<file path="src/core/codec_regs_defines.vh">
// Register offsets, field positions and reset values of the codec/touch control bank
// Included by the register bank module only, not by rise_detect or sticky_flag
`ifndef CODEC_REGS_DEFINES_VH
`define CODEC_REGS_DEFINES_VH

`define ADDR_RISE_EN      4'h2
`define ADDR_FALL_EN      4'h3
`define ADDR_IRQ_STAT     4'h4
`define ADDR_TEL_CTRL_A   4'h5
`define ADDR_TEL_CTRL_B   4'h6
`define ADDR_AUD_CTRL_A   4'h7
`define ADDR_AUD_CTRL_B   4'h8
`define ADDR_TOUCH_CTRL   4'h9

`define BIT_TEL_CLIP_IRQ  14
`define BIT_AUD_CLIP_IRQ  15

`define BIT_TEL_LOOPBACK      7
`define BIT_TEL_FILTER    3
`define BIT_TEL_CLIP      4
`define BIT_TEL_CUT       6
`define BIT_TEL_SIDETONE  11
`define BIT_TEL_SILENCE   13
`define BIT_TEL_IN_ON     14
`define BIT_TEL_OUT_ON    15

`define BIT_AUD_CLIP      6
`define BIT_AUD_LOOPBACK      8
`define BIT_AUD_SILENCE   13
`define BIT_AUD_IN_ON     14
`define BIT_AUD_OUT_ON    15

`define BIT_NEG_X_GND     4

`define RST_TEL_RATE_DIVISOR       7'h10
`define RST_AUD_RATE_DIVISOR       7'h06

// Writable masks of each control register
`define MASK_TEL_A        16'h00ff
`define MASK_TEL_B        16'he848
`define MASK_AUD_A        16'h0fff
`define MASK_AUD_B        16'he11f
`define MASK_TOUCH        16'h001f
`define MASK_IRQ_EN       16'hc000

`endif

</file>
<file path="src/core/codec_touch_control_regs.v">
// Control/status register bank for audio codec, telecom codec and touch plates
// Assumes a word-wide register port decoded from the serial frame: address, write
// strobe, write data; read data is registered. Clip inputs are synchronous.
// Operation
// - Zero-to-one write on bit 14/15 clears telecom/audio clip interrupt
// - Bits 14/15 of interrupt status read pending clip interrupts, reset zero
// - Telecom divisor in bits 0-6, resets to 16; host writes 16..127
// - Telecom control A bit 7 puts telecom codec in loopback
// - Telecom control B bit 3 enables voice-band input filter
// - Telecom control B bit 4 reads sticky telecom clip flag
// - Zero-to-one write on telecom B bit 4 clears telecom clip flag
// - Telecom control B bit 6 enables 6 dB input cut
// - Telecom control B bit 11 enables sidetone suppression
// - Telecom control B bit 13 mutes telecom output
// - Telecom B bits 14/15 enable telecom input/output paths
// - Audio divisor in bits 0-6, resets to 6; host writes 6..127
// - Audio A bits 7-11 select input gain, reset zero
// - Audio B bits 0-4 select output attenuation, reset zero
// - Audio B bit 6 reads sticky audio clip flag
// - Zero-to-one write on audio B bit 6 clears audio clip flag
// - Audio B bit 8 puts audio codec in loopback
// - Audio B bit 13 mutes audio output
// - Audio B bits 14/15 enable audio input/output paths
// - Touch bits 0-3 power negative-X, positive-X, negative-Y, positive-Y plates
// - Touch bit 4 grounds the negative-X plate
// - Rise enable bits 14/15 let clip rising edge raise interrupt
// - Fall enable bits 14/15 let clip falling edge raise interrupt
`timescale 1ns/1ns
`include "codec_regs_defines.vh"
module codec_touch_control_regs
(
    input  wire        sys_clk,
    input  wire        arst_n,
    input  wire        clkEn,
    input  wire [3:0]  regAddr,
    input  wire        regWrite,
    input  wire [15:0] regWdata,
    input  wire        regRead,
    output reg  [15:0] regRdata,
    input  wire        telClipDetect,
    input  wire        audClipDetect,
    output wire        clipIrq,
    output wire [6:0]  tel_rate_divisor,
    output wire        tel_loopback,
    output wire        tel_voiceband_filter_on,
    output wire        tel_input_6db_cut,
    output wire        sidetone_cancel_on,
    output wire        tel_output_silence,
    output wire        tel_input_path_on,
    output wire        tel_output_path_on,
    output wire [6:0]  aud_rate_divisor,
    output wire [4:0]  aud_input_gain,
    output wire [4:0]  aud_output_attenuation,
    output wire        aud_loopback,
    output wire        aud_output_silence,
    output wire        aud_input_path_on,
    output wire        aud_output_path_on,
    output wire        neg_x_plate_power,
    output wire        pos_x_plate_power,
    output wire        neg_y_plate_power,
    output wire        pos_y_plate_power,
    output wire        neg_x_plate_ground
);
    reg  [15:0] telA_r;
    reg  [15:0] telB_r;
    reg  [15:0] audA_r;
    reg  [15:0] audB_r;
    reg  [15:0] touch_r;
    reg  [15:0] riseEn_r;
    reg  [15:0] fallEn_r;
    reg         telClipLast_r;
    reg         audClipLast_r;
    reg  [15:0] rdata_nxt;
    wire        tel_clip_flag;
    wire        aud_clip_flag;
    wire        tel_clip_irq_pending;
    wire        aud_clip_irq_pending;
    wire [15:0] irqRise;
    wire [15:0] telBRise;
    wire [15:0] audBRise;
    wire        telClipEdge;
    wire        audClipEdge;

    function wrSel;
        input [3:0] a;
        begin
            wrSel = regWrite && (regAddr == a);
        end
    endfunction

    function [15:0] merge;
        input [15:0] d;
        input [15:0] m;
        begin
            merge = d & m;
        end
    endfunction

    always @(posedge sys_clk or negedge arst_n)
    begin
        if (!arst_n)
        begin
            telA_r   <= {9'h000, `RST_TEL_RATE_DIVISOR};
            telB_r   <= 16'h0000;
            audA_r   <= {9'h000, `RST_AUD_RATE_DIVISOR};
            audB_r   <= 16'h0000;
            touch_r  <= 16'h0000;
            riseEn_r <= 16'h0000;
            fallEn_r <= 16'h0000;
        end
        else if (clkEn)
        begin
            if (wrSel(`ADDR_TEL_CTRL_A))
                telA_r <= merge(regWdata, `MASK_TEL_A);
            if (wrSel(`ADDR_TEL_CTRL_B))
                telB_r <= merge(regWdata, `MASK_TEL_B);
            if (wrSel(`ADDR_AUD_CTRL_A))
                audA_r <= merge(regWdata, `MASK_AUD_A);
            if (wrSel(`ADDR_AUD_CTRL_B))
                audB_r <= merge(regWdata, `MASK_AUD_B);
            if (wrSel(`ADDR_TOUCH_CTRL))
                touch_r <= merge(regWdata, `MASK_TOUCH);
            if (wrSel(`ADDR_RISE_EN))
                riseEn_r <= merge(regWdata, `MASK_IRQ_EN);
            if (wrSel(`ADDR_FALL_EN))
                fallEn_r <= merge(regWdata, `MASK_IRQ_EN);
        end
    end

    // Previous clip levels for edge detection
    always @(posedge sys_clk or negedge arst_n)
    begin
        if (!arst_n)
        begin
            telClipLast_r <= 1'b0;
            audClipLast_r <= 1'b0;
        end
        else if (clkEn)
        begin
            telClipLast_r <= telClipDetect;
            audClipLast_r <= audClipDetect;
        end
    end

    // Write-transition clear detectors
    rise_detect u_irqClr
    (
        .sys_clk (sys_clk),
        .arst_n  (arst_n),
        .clkEn   (clkEn),
        .strobe  (clkEn && wrSel(`ADDR_IRQ_STAT)),
        .dataIn  (regWdata),
        .rise    (irqRise)
    );

    rise_detect u_telBClr
    (
        .sys_clk (sys_clk),
        .arst_n  (arst_n),
        .clkEn   (clkEn),
        .strobe  (clkEn && wrSel(`ADDR_TEL_CTRL_B)),
        .dataIn  (regWdata),
        .rise    (telBRise)
    );

    rise_detect u_audBClr
    (
        .sys_clk (sys_clk),
        .arst_n  (arst_n),
        .clkEn   (clkEn),
        .strobe  (clkEn && wrSel(`ADDR_AUD_CTRL_B)),
        .dataIn  (regWdata),
        .rise    (audBRise)
    );

    // Sticky clip-detect flags
    sticky_flag u_telClip
    (
        .sys_clk (sys_clk),
        .arst_n  (arst_n),
        .clkEn   (clkEn),
        .setIn   (telClipDetect),
        .clrIn   (telBRise[`BIT_TEL_CLIP]),
        .flag    (tel_clip_flag)
    );

    sticky_flag u_audClip
    (
        .sys_clk (sys_clk),
        .arst_n  (arst_n),
        .clkEn   (clkEn),
        .setIn   (audClipDetect),
        .clrIn   (audBRise[`BIT_AUD_CLIP]),
        .flag    (aud_clip_flag)
    );

    // Clip interrupts on enabled rising or falling edges
    assign telClipEdge = (riseEn_r[`BIT_TEL_CLIP_IRQ] && telClipDetect && !telClipLast_r)
                      || (fallEn_r[`BIT_TEL_CLIP_IRQ] && !telClipDetect && telClipLast_r);
    assign audClipEdge = (riseEn_r[`BIT_AUD_CLIP_IRQ] && audClipDetect && !audClipLast_r)
                      || (fallEn_r[`BIT_AUD_CLIP_IRQ] && !audClipDetect && audClipLast_r);

    sticky_flag u_telIrq
    (
        .sys_clk (sys_clk),
        .arst_n  (arst_n),
        .clkEn   (clkEn),
        .setIn   (telClipEdge),
        .clrIn   (irqRise[`BIT_TEL_CLIP_IRQ]),
        .flag    (tel_clip_irq_pending)
    );

    sticky_flag u_audIrq
    (
        .sys_clk (sys_clk),
        .arst_n  (arst_n),
        .clkEn   (clkEn),
        .setIn   (audClipEdge),
        .clrIn   (irqRise[`BIT_AUD_CLIP_IRQ]),
        .flag    (aud_clip_irq_pending)
    );

    assign clipIrq = tel_clip_irq_pending | aud_clip_irq_pending;

    // Read multiplexer; unmapped addresses read zero
    always @*
    begin
        rdata_nxt = 16'h0000;
        case (regAddr)
            `ADDR_RISE_EN:    rdata_nxt = riseEn_r;
            `ADDR_FALL_EN:    rdata_nxt = fallEn_r;
            `ADDR_IRQ_STAT:
            begin
                rdata_nxt[`BIT_TEL_CLIP_IRQ] = tel_clip_irq_pending;
                rdata_nxt[`BIT_AUD_CLIP_IRQ] = aud_clip_irq_pending;
            end
            `ADDR_TEL_CTRL_A: rdata_nxt = telA_r;
            `ADDR_TEL_CTRL_B:
            begin
                rdata_nxt = telB_r;
                rdata_nxt[`BIT_TEL_CLIP] = tel_clip_flag;
            end
            `ADDR_AUD_CTRL_A: rdata_nxt = audA_r;
            `ADDR_AUD_CTRL_B:
            begin
                rdata_nxt = audB_r;
                rdata_nxt[`BIT_AUD_CLIP] = aud_clip_flag;
            end
            `ADDR_TOUCH_CTRL: rdata_nxt = touch_r;
            default:          rdata_nxt = 16'h0000;
        endcase
    end

    always @(posedge sys_clk or negedge arst_n)
    begin
        if (!arst_n)
            regRdata <= 16'h0000;
        else if (clkEn && regRead)
            regRdata <= rdata_nxt;
    end

    assign tel_rate_divisor        = telA_r[6:0];
    assign tel_loopback            = telA_r[`BIT_TEL_LOOPBACK];
    assign tel_voiceband_filter_on = telB_r[`BIT_TEL_FILTER];
    assign tel_input_6db_cut       = telB_r[`BIT_TEL_CUT];
    assign sidetone_cancel_on      = telB_r[`BIT_TEL_SIDETONE];
    assign tel_output_silence      = telB_r[`BIT_TEL_SILENCE];
    assign tel_input_path_on       = telB_r[`BIT_TEL_IN_ON];
    assign tel_output_path_on      = telB_r[`BIT_TEL_OUT_ON];
    assign aud_rate_divisor        = audA_r[6:0];
    assign aud_input_gain          = audA_r[11:7];
    assign aud_output_attenuation  = audB_r[4:0];
    assign aud_loopback            = audB_r[`BIT_AUD_LOOPBACK];
    assign aud_output_silence      = audB_r[`BIT_AUD_SILENCE];
    assign aud_input_path_on       = audB_r[`BIT_AUD_IN_ON];
    assign aud_output_path_on      = audB_r[`BIT_AUD_OUT_ON];
    assign neg_x_plate_power       = touch_r[0];
    assign pos_x_plate_power       = touch_r[1];
    assign neg_y_plate_power       = touch_r[2];
    assign pos_y_plate_power       = touch_r[3];
    assign neg_x_plate_ground      = touch_r[`BIT_NEG_X_GND];
endmodule // codec_touch_control_regs

</file>
<file path="src/core/rise_detect.v">
// Zero-to-one detector on a bus, used for write-transition clears
// Assumes the written bus is valid whenever strobe is high
`timescale 1ns/1ns
module rise_detect
(
    input  wire        sys_clk,
    input  wire        arst_n,
    input  wire        clkEn,
    input  wire        strobe,
    input  wire [15:0] dataIn,
    output wire [15:0] rise
);
    reg [15:0] last_r;

    // Clears fire only on a write whose bit was zero in the previous write
    assign rise = strobe ? (dataIn & ~last_r) : 16'h0000;

    always @(posedge sys_clk or negedge arst_n)
    begin
        if (!arst_n)
            last_r <= 16'h0000;
        else if (clkEn && strobe)
            last_r <= dataIn;
    end
endmodule // rise_detect

</file>
<file path="src/core/sticky_flag.v">
// Sticky flag: set by an event, cleared by a pulse; set wins over clear
// Assumes set and clear are one-cycle synchronous pulses
`timescale 1ns/1ns
module sticky_flag
(
    input  wire sys_clk,
    input  wire arst_n,
    input  wire clkEn,
    input  wire setIn,
    input  wire clrIn,
    output reg  flag
);
    always @(posedge sys_clk or negedge arst_n)
    begin
        if (!arst_n)
            flag <= 1'b0;
        else if (clkEn)
            flag <= setIn | (flag & ~clrIn);
    end
endmodule // sticky_flag

</file>
<file path="config.mk">
export PLATFORM = sky130hd
export DESIGN_NAME = codec_touch_control_regs
export DESIGN_NICKNAME = d
export VERILOG_FILES = /design/src/core/codec_touch_control_regs.v /design/src/core/rise_detect.v /design/src/core/sticky_flag.v
export VERILOG_INCLUDE_DIRS = /design/src /design/src/core
export SDC_FILE = /design/constraint.sdc
export NUM_CORES = 1
export LEC_CHECK = 0
export BUFFER_PORTS_ARGS = -buffer_cell sky130_fd_sc_hd__buf_2
export CELL_PAD_IN_SITES_DETAIL_PLACEMENT = 0
export CELL_PAD_IN_SITES_GLOBAL_PLACEMENT = 1
export CORE_ASPECT_RATIO = 1.4
export CORE_MARGIN = 2
export CORE_UTILIZATION = 41
export DETAILED_ROUTE_END_ITERATION = 7
export GPL_ROUTABILITY_DRIVEN = 0
export HOLD_SLACK_MARGIN = 0.08
export PLACE_DENSITY_LB_ADDON = 0.2
export SLEW_MARGIN = 40
export SYNTH_ARGS = -nofsm -noshare
export SYNTH_HDL_FRONTEND = slang
export SYNTH_SLANG_ARGS = --single-unit
</file>
<file path="constraint.sdc">
create_clock -name sys_clk -period 1.4 [get_ports sys_clk]
set_input_delay 0.21 -clock sys_clk [delete_from_list [all_inputs] [get_ports sys_clk]]
set_output_delay 0.21 -clock sys_clk [all_outputs]
set_load 0.005 [all_outputs]
</file>
## Word-level counts from Yosys, hierarchy flattened

Index checks and enable logic that the tools add are counted.

- Reduce and logical (&&, ||, !) cells: 36
- Equal/unequal tests: 8
- Bitwise operators: 19
- Mux-type cells: 5

Operators with widths:

| operator | count |
|---|---|
| $pmux W14 S5 | 1 |
| $logic_and A1 B1 Y1 | 23 |
| $and A16 B16 Y16 | 1 |
| $eq A4 B3 Y1 const B | 4 |
| $mux W16 | 1 |
| $not A16 Y16 | 1 |
| $reduce_and A2 Y1 | 7 |
| $pmux W2 S5 | 1 |
| $eq A4 B2 Y1 const B | 2 |
| $eq A4 B4 Y1 const B | 2 |
| $and A7 B7 Y7 | 1 |
| $mux W7 | 1 |
| $not A7 Y7 | 1 |
| $and A5 B5 Y5 | 1 |
| $mux W5 | 1 |
| $not A5 Y5 | 1 |
| $or A1 B1 Y1 | 5 |
| $and A1 B1 Y1 | 4 |
| $logic_not A1 Y1 | 4 |
| $not A1 Y1 | 4 |
| $logic_or A1 B1 Y1 | 2 |

- Register bits: 94
- Bits of input ports: 27
- Output and inout bits: 57
- Logic and storage cells: 85

## Depth between registers and ports, before layout

Gate-level depths: netlist of the first run.

- Depth in word-level cells: 7
- Gate-level depth with buffers: 6
- Depth with buffers taken out: 4

## By module

Synthesis of the first run repeated with hierarchy kept, for this count alone.

- Cell total of the unflattened synthesis: 391
- Area, all modules: 5420.2 um^2

By module, submodules not included:

| module | cells each | sequential area each (um^2) | area each (um^2) | instances |
|---|---|---|---|---|
| codec_touch_control_regs | 220 | 1530.2 | 2912.8 | 1 |
| rise_detect | 53 | 400.4 | 785.8 | 3 |
| sticky_flag | 3 | 25.0 | 37.5 | 4 |

## Least setup slack after synthesis of the first run

Ideal clock, no wire load.

- Path type: input-to-reg
- Start: input port regAddr[1]
- End: register u_irqClr.last_r[14]
- Stages: 4
- Path slack: 18 ps
- Library setup time: 125 ps
- Buffers on the path: 2
- Data required time: 1275 ps
- Data arrival time: 1257 ps
- Cells stage by stage: buf_4 > buf_4 > nor3_1 > mux2_2

- Cells in the longest elaborated chain, start to end: 4

RTL lines:

| element | RTL line | RTL |
|---|---|---|
| start: declaration | codec_touch_control_regs.v:35 | `input wire [3:0] regAddr,` |
| $eq A4 B3 Y1 | codec_touch_control_regs.v:87 | `wrSel = regWrite && (regAddr == a);` |
| $logic_and A1 B1 Y1 | codec_touch_control_regs.v:87 |  |
| $logic_and A1 B1 Y1 | codec_touch_control_regs.v:151 | `` .strobe (clkEn && wrSel(`ADDR_IRQ_STAT)), `` |
| $logic_and A1 B1 Y1 | rise_detect.v:22 | `else if (clkEn && strobe)` |
| end signal: assignment | rise_detect.v:23 | `last_r <= dataIn;` |
| end: declaration | rise_detect.v:13 | `reg [15:0] last_r;` |

Every way passes these cells.
A chain may end at the register's enable or synchronous reset.

## Worst setup path after layout of the first run

- Start: register u_audIrq.flag
- End: output port clipIrq

- Cells in the longest elaborated chain, start to end: 1

RTL lines:

| element | RTL line | RTL |
|---|---|---|
| start: declaration | sticky_flag.v:11 | `output reg flag` |
| start signal: assignment | sticky_flag.v:18 | `flag <= setIn \| (flag & ~clrIn);` |
| $or A1 B1 Y1 | codec_touch_control_regs.v:223 | `assign clipIrq = tel_clip_irq_pending \| aud_clip_irq_pending;` |
| end: declaration | codec_touch_control_regs.v:42 | `output wire clipIrq,` |

Every way passes these cells.

==> Implementation_results.wiki, run 1 <==
{| class="wikitable"
! Metric !! Value
|-
| Drt first pass iters || 5
|-
| Critical-path cell with the highest stage delay || dfrtp_1
|-
| Area of the mapped netlist || 3160 µm²
|-
| Internal Power || 0.00378 W
|-
| Commonest register cell after synthesis || dfrtp_1
|-
| Synthesis warning total || 0
|-
| Worst-path cell chain || or2_2 > buf_2
|-
| Maximum capacitance violations || 0
|-
| Highest clock frequency the design can meet || 734 MHz
|-
| Library cells used by synthesis || 47
|-
| Die width || 78.2 µm
|-
| Number of antenna repair diodes || 0
|-
| CTS resizes || 0
|-
| Worst-skew pair later-pin latency || 0.35 ns
|-
| Share of total power in combinational logic || 19.2%
|-
| Power Dens Cells || 1250 nW/µm²
|-
| Switching part of the total || 27.2%
|-
| NumNets Final || 390
|-
| Instance count of the mapped netlist || 242
|-
| Largest delay share family, worst path || flip-flops
|-
| LEAKAGE || 2.05 nW
|-
| Worst setup EP type || primary output
|-
| Via count of the first global-routing pass || 2434
|-
| Mean post-synth cell area || 13.1 µm²
|-
| Path category of the worst min-delay check || primary input to flip-flop
|-
| Post-route fraction of the period consumed by the critical path || 97.4%
|-
| Core ar. || 7410 µm²
|-
| Total number of vias || 2371
|-
| Number of flip-flops and latches in the synthesized netlist || 69
|-
| First-pass GRT wire length || 12900 µm
|-
| Average vias per placed instance || 5.10
|-
| Overall routing resource usage || 20.4%
|-
| Post-route minimum period || 1.36 ns
|-
| Clock input transition at the sequential cells of the worst setup and hold paths || 0.07 ns
|-
| Number of top-level pins || 84
|-
| Sequential group share of total power || 49.6%
|-
| Count of endpoints failing setup in the final report || 0
|-
| Most used cells in the layout excluding fill and tap cells || buf_2 (81), dfrtp_1 (66), mux2_2 (50)
|-
| Post-synth EDFFs || 0
|-
| Non-Filler Instances || 465
|-
| Maximum buffer depth of the clock tree || 2
|-
| Fraction of registers with async set/reset || 100%
|-
| Maximum number of pins on one net before global-route repair || 70
|-
| Part of the power in the clock network || 31.2%
|-
| Path type of the worst setup path || flip-flop to primary output
|-
| Row count || 37
|-
| Die area || 8440 µm²
|-
| Net Sw Power || 0.00141 W
|-
| Num Clock Sinks || 69
|-
| Layout overhead on the synthesized area || 31.6%
|-
| TritonCTS Buffers || 9
|-
| Number of antenna violations at the first check in global routing || 0
|-
| Global route total overflow || 0
|-
| Bufs and invs on worst path || 1
|-
| Detailed-route DRC error count || 0
|-
| Final antenna-violating net count || 0
|-
| TritonCTS clock tree || done
|-
| Worst VDD drop || 0.982 mV
|-
| Critical path arrival || 1.15 ns
|-
| Number of placed cells counting well taps || 447
|-
| Final setup skew || 0.00795 ns
|-
| CP Data Required Time || 1.19 ns
|-
| Highest fanout seen on the critical path || 3
|-
| Avg WL per Cell || 17.1 µm
|-
| Worst setup SP type || flip-flop
|-
| Commonest non-fill, non-tap cell in the layout || buf_2
|-
| PortBufs || 81
|-
| Share of cells above drive strength 1 || 55.2%
|-
| H-tree depth || 3
|-
| Initial Util || 42.7%
|-
| Max-slew violations || 0
|-
| Iter 0 DRT Violations || 140
|-
| Unrepaired setup endpoints after global routing || no
|-
| Total nets after synthesis || 269
|-
| Cell at the root of the clock tree || clkbuf_8
|-
| Vertical die dimension || 108 µm
|-
| Setup total negative slack || 0 ns
|-
| Sequential element share of the synthesized area || 54.7%
|-
| Outcome || finished clean
|-
| Slowest stage delay, CP || 0.41 ns
|-
| Total detailed-routing wirelength || 7940 µm
|-
| Final hold viol count || 0
|-
| HPWL reported at the end of detailed placement || 5890 µm
|}
==> stage by stage <==
stage | util [%] | hold slack, ns | instance area [µm²] | total power (W) | worst slack (ns)
after floorplan | - | -0.0856 | 3160 | 0.00306 | 0.0177
after global placement | 53.2 | 0.261 | 3940 | 0.00358 | -0.173
after detailed placement | 53.2 | 0.262 | 3940 | 0.00361 | -0.185
after CTS | 56.1 | 0.0811 | 4150 | 0.00524 | 0.00333
after global routing | 56.2 | 0.0894 | 4160 | 0.00548 | 0.00312
final | 56.2 | 0.0942 | 4160 | 0.00520 | 0.0370
==> power groups by stage <==
stage,clock network (W),registers [W],logic [W]
after floorplan,0,0.00259,0.000474
after global placement,0,0.00261,0.000970
after detailed placement,0,0.00262,0.000989
after CTS,0.00166,0.00258,0.000996
after global routing,0.00174,0.00262,0.00111
final,0.00162,0.00258,0.000998
==> registers in the layout, indices dropped and copies added (netlist names) <==
name,flops
regRdata,15
audA_r,12
audB_r,9
telA_r,8
telB_r,6
touch_r,5
fallEn_r,2
riseEn_r,2
u_irqClr.last_r,2
audClipLast_r,1
telClipLast_r,1
u_audBClr.last_r,1
u_audClip.flag,1
u_audIrq.flag,1
u_telBClr.last_r,1
u_telClip.flag,1
u_telIrq.flag,1
==> cell type report <==
| type | count | area [µm²] |
|---|---|---|
| Clock buffer | 10 | 138 |
| Multi-Input combinational cell | 159 | 1340 |
| Timing Repair Buffer | 122 | 766 |
| Sequential cell | 69 | 1730 |
| Clock inverter | 6 | 62.6 |
| Fill cell | 679 | 3250 |
| Tap cell | 97 | 121 |
| Inverter | 2 | 7.51 |
==> logic make-up (layout without fill, tap and decap cells) <==
| kind of cell | Yosys count | after routing | synth area share, % |
|---|---|---|---|
| flip-flops | 69 | 69 | 54.7 |
| AND/OR/NAND/NOR | 59 | 59 | 12.1 |
| multiplexers | 58 | 58 | 20.6 |
| AO/OA/AOI/OAI | 41 | 41 | 9.38 |
| buffers and inverters | 14 | 140 | 3.05 |
| other | 1 | 1 | 0.119 |
==> synthesized netlist by cell type (2+ instances only) <==
library cell / n / share of area, %
mux2_4: 2 / 0.95
a22o_1: 6 / 1.7
nor3_1: 5 / 0.79
nand2b_1: 2 / 0.40
buf_6: 2 / 0.71
mux2_2: 50 / 18
buf_4: 7 / 1.7
and3_1: 2 / 0.40
a21oi_1: 2 / 0.32
o21ai_0: 9 / 1.4
a22oi_1: 7 / 1.7
and2_1: 2 / 0.40
dfrtp_1: 66 / 52
nor2b_1: 2 / 0.40
a32oi_1: 2 / 0.55
nor2_1: 6 / 0.71
mux2i_1: 6 / 1.9
inv_1: 2 / 0.24
nand3b_1: 8 / 1.9
nand2_1: 17 / 2.0
a221oi_1: 2 / 0.55
o221ai_1: 2 / 0.55
o31ai_1: 6 / 1.4
nand2_2: 2 / 0.40
dfstp_2: 3 / 2.5
==> timing repair <==
| action | in CTS | in global routing |
|---|---|---|
| setup buffers | 0 | 1 |
| endpoints found under the setup margin | 0 | 1 |
| hold buffers | 1 | 0 |
| endpoints found under the hold margin | 66 | 0 |
==> path summary, 6_finish.rpt <==
kind | depth (start not counted) | slack (ns) | from | end
worst min register to register | 2 | 0.48 | regRdata[13] | regRdata[13]
worst max register to register | 4 | 0.29 | fallEn_r[14] | regRdata[14]
min in group asynchronous | 3 | 0.40 | arst_n | u_audClip.flag
worst min-delay path | 2 | 0.09 | regWdata[9] | audA_r[9]
worst max-delay path | 2 | 0.04 | u_audIrq.flag | clipIrq
max in group asynchronous | 3 | 0.66 | arst_n | telA_r[4]
==> metal layers <==
metal	vias up	wire, µm	global-route usage (%)
met2	59	4020	34.4
met1	1165	3530	26.3
met5	-	0	0
li1	1138	-	-
met3	9	272	4.19
met4	0	115	6.77
Note: power is estimated with default switching activity, not from simulation.
==> run 2, diff against run 1 <==
- BUFFER_PORTS_ARGS: -buffer_cell sky130_fd_sc_hd__buf_2 -> -buffer_cell sky130_fd_sc_hd__buf_4
==> run 2 against run 1 <==
Effect of this change:
- combinational power up 16%
- sequential power is essentially flat
- clock skew up 0.0036 ns
- first-iteration DRC count is 16% lower
- worst setup slack better by 0.0096 ns
- critical path depth stayed put
- sequential cell count is the same
- cell count is 0.65% higher
- clock power is 23% higher
- critical path type unchanged
- critical endpoint unchanged
- largest cell class unchanged
- highest routed layer unchanged
==> Implementation_results.wiki, run 2 (synthesis results as in run 1) <==
{| class="wikitable"
! Metric !! Value
|-
| Global routing usage on met3 || 4.45% (+0.25 points)
|-
| Post-placement setup slack || -0.229 ns (-0.0434 ns)
|-
| Worst-skew pair later-pin latency || 0.35 ns (about the same)
|-
| Cell Area, Placed || 4160 µm² (+5.6%)
|-
| Clock input transition at the sequential cells of the worst setup and hold paths || 0.07 ns (about the same)
|-
| Met2 capacity usage during global routing || 35.5% (+1.1 points)
|-
| Max-slew violations || 0 (unchanged)
|-
| Count of endpoints failing setup in the final report || 0 (unchanged)
|-
| Number of flip-flops under the largest register name || 15 (unchanged)
|-
| Iter 0 DRT Violations || 117 (-16%)
|-
| Vertical die dimension || 108 µm (unchanged)
|-
| Total detailed-routing wirelength || 8250 µm (+3.9%)
|-
| Final setup skew || 0.0116 ns (+0.00362 ns)
|-
| Worst setup SP type || flip-flop
|-
| Row count || 37 (unchanged)
|-
| Layout overhead on the synthesized area || 40.0%
|-
| Die width || 78.2 µm (unchanged)
|-
| Detailed-route DRC error count || 0 (unchanged)
|-
| Path type of the worst setup path || flip-flop to primary output
|-
| Worst VDD drop || 0.683 mV (-30%)
|-
| Worst setup EP type || primary output
|-
| Number of antenna repair diodes || 0 (unchanged)
|-
| Maximum buffer depth of the clock tree || 2 (unchanged)
|-
| Share of cells above drive strength 1 || 55.5% (+0.36 points)
|-
| LEAKAGE || 2.13 nW (+3.7%)
|-
| Met1 global-route usage || 25.3% (-1.0 points)
|-
| Via count of the first global-routing pass || 2562 (+5.3%)
|-
| Largest Register || regRdata
|-
| Fin area || 4430 µm² (+6.4%)
|-
| Critical path arrival || 1.14 ns (about the same)
|-
| Minimum setup slack in the final design || 0.0466 ns (+0.00963 ns)
|-
| Post-route minimum period || 1.35 ns (-0.00963 ns)
|-
| Average vias per placed instance || 5.16 (+1.1%)
|-
| Cell at the root of the clock tree || clkbuf_8
|-
| Post-route fraction of the period consumed by the critical path || 96.7% (-0.69 points)
|-
| HPWL reported at the end of detailed placement || 6330 µm (+7.4%)
|-
| Global route total overflow || 0 (unchanged)
|-
| Largest registers || regRdata (15), audA_r (12), audB_r (9)
|-
| H-tree depth || 3 (unchanged)
|-
| Total number of vias || 2413 (+1.8%)
|-
| Die area || 8440 µm² (unchanged)
|-
| Worst-case register-to-register setup slack || 0.28 ns (about the same)
|-
| Maximum number of pins on one net before global-route repair || 30 (-57%)
|-
| Unrepaired setup endpoints after global routing || no
|-
| CP Data Required Time || 1.19 ns (about the same)
|-
| Number of top-level pins || 84 (unchanged)
|-
| TritonCTS clock tree || done
|-
| Final Total Pwr || 0.00576 W (+11%)
|-
| PortBufs || 81 (unchanged)
|-
| Core ar. || 7410 µm² (unchanged)
|-
| Path category of the worst min-delay check || primary input to flip-flop
|-
| Final antenna-violating net count || 0 (unchanged)
|-
| TritonCTS Buffers || 9 (unchanged)
|-
| Outcome || finished clean
|-
| Final hold viol count || 0 (unchanged)
|-
| Commonest non-fill, non-tap cell in the layout || buf_4
|-
| Number of antenna violations at the first check in global routing || 0 (unchanged)
|-
| Power Dens Cells || 1300 nW/µm² (+4.2%)
|-
| NumNets Final || 394 (+1.0%)
|-
| Drt first pass iters || 4 (-1)
|-
| Avg WL per Cell || 17.6 µm (+3.2%)
|-
| Maximum capacitance violations || 0 (unchanged)
|-
| Most used routing layer in global routing || met2
|-
| Final design utilization || 59.8% (+3.6 points)
|-
| Highest clock frequency the design can meet || 739 MHz (+0.71%)
|-
| Highest fanout seen on the critical path || 3 (unchanged)
|-
| Most used cells in the layout excluding fill and tap cells || buf_4 (122), dfrtp_1 (66), mux2_2 (50)
|-
| Num Clock Sinks || 69 (unchanged)
|-
| Overall routing resource usage || 20.3% (-0.071 points)
|-
| First-pass GRT wire length || 13100 µm (+1.4%)
|-
| Initial Util || 42.7% (unchanged)
|}
[run 2: changes by cell type in the layout (fill, tap and decap cells not counted), sizes merged]
cell,delta
clkinv,-4
inv,+1
buf,+4
bufinv,+2
[run 2: final cells by class]
type / instances / area (µm²)
Tap cell: 97 / 121
Clock buffer: 10 / 138
Inverter: 2 / 7.51
Sequential cell: 69 / 1730
Timing Repair Buffer: 126 / 986
Fill cell: 652 / 2980
Clock inverter: 5 / 108
Multi-Input combinational cell: 159 / 1340
[run 2: timing repair]
action,4_1_cts,5_1_grt
setup buffers,0,1
hold buffers,1,0
hold endpoints to repair,25,0
resized for setup,0,0
endpoints found under the setup margin,0,1
[run 2: through the flow]
| stage | TNS (ns) | cells | hold slack [ns] |
|---|---|---|---|
| floorplan | 0 | 242 | -0.0856 |
| global placement | -4.16 | 451 | 0.165 |
| detailed placement | -4.06 | 451 | 0.164 |
| CTS | 0 | 467 | 0.0880 |
| global route | 0 | 468 | 0.0919 |
| finish | 0 | 468 | 0.101 |
[run 2: worst paths after layout]
kind / startpoint / to / depth (start not counted)
worst max-delay path: u_audIrq.flag / clipIrq / 2
min in group asynchronous: arst_n / telA_r[6] / 2
max in group asynchronous: arst_n / telA_r[4] / 3
worst min-delay path: regWdata[10] / audA_r[10] / 2
worst min register to register: regRdata[8] / regRdata[8] / 2
worst max register to register: fallEn_r[14] / regRdata[14] / 4
[run 2: worst max-delay path, stage by stage, from the launching register on]
cell	delay, ns
dfrtp_1	0.40
or2_2	0.27
buf_4	0.13
[run 2: metal layers]
layer	share of wire, %	routed length (µm)	up-vias
li1	-	-	1135
met1	42	3440	1208
met2	53	4370	60
met3	4.0	328	10
met4	1.3	106	0
met5	0	0	-
[run 2: power breakdown]
| group | switching (W) | internal, W |
|---|---|---|
| logic | 0.000422 | 0.000739 |
| clock network | 0.000769 | 0.00123 |
| registers | 0.000261 | 0.00233 |
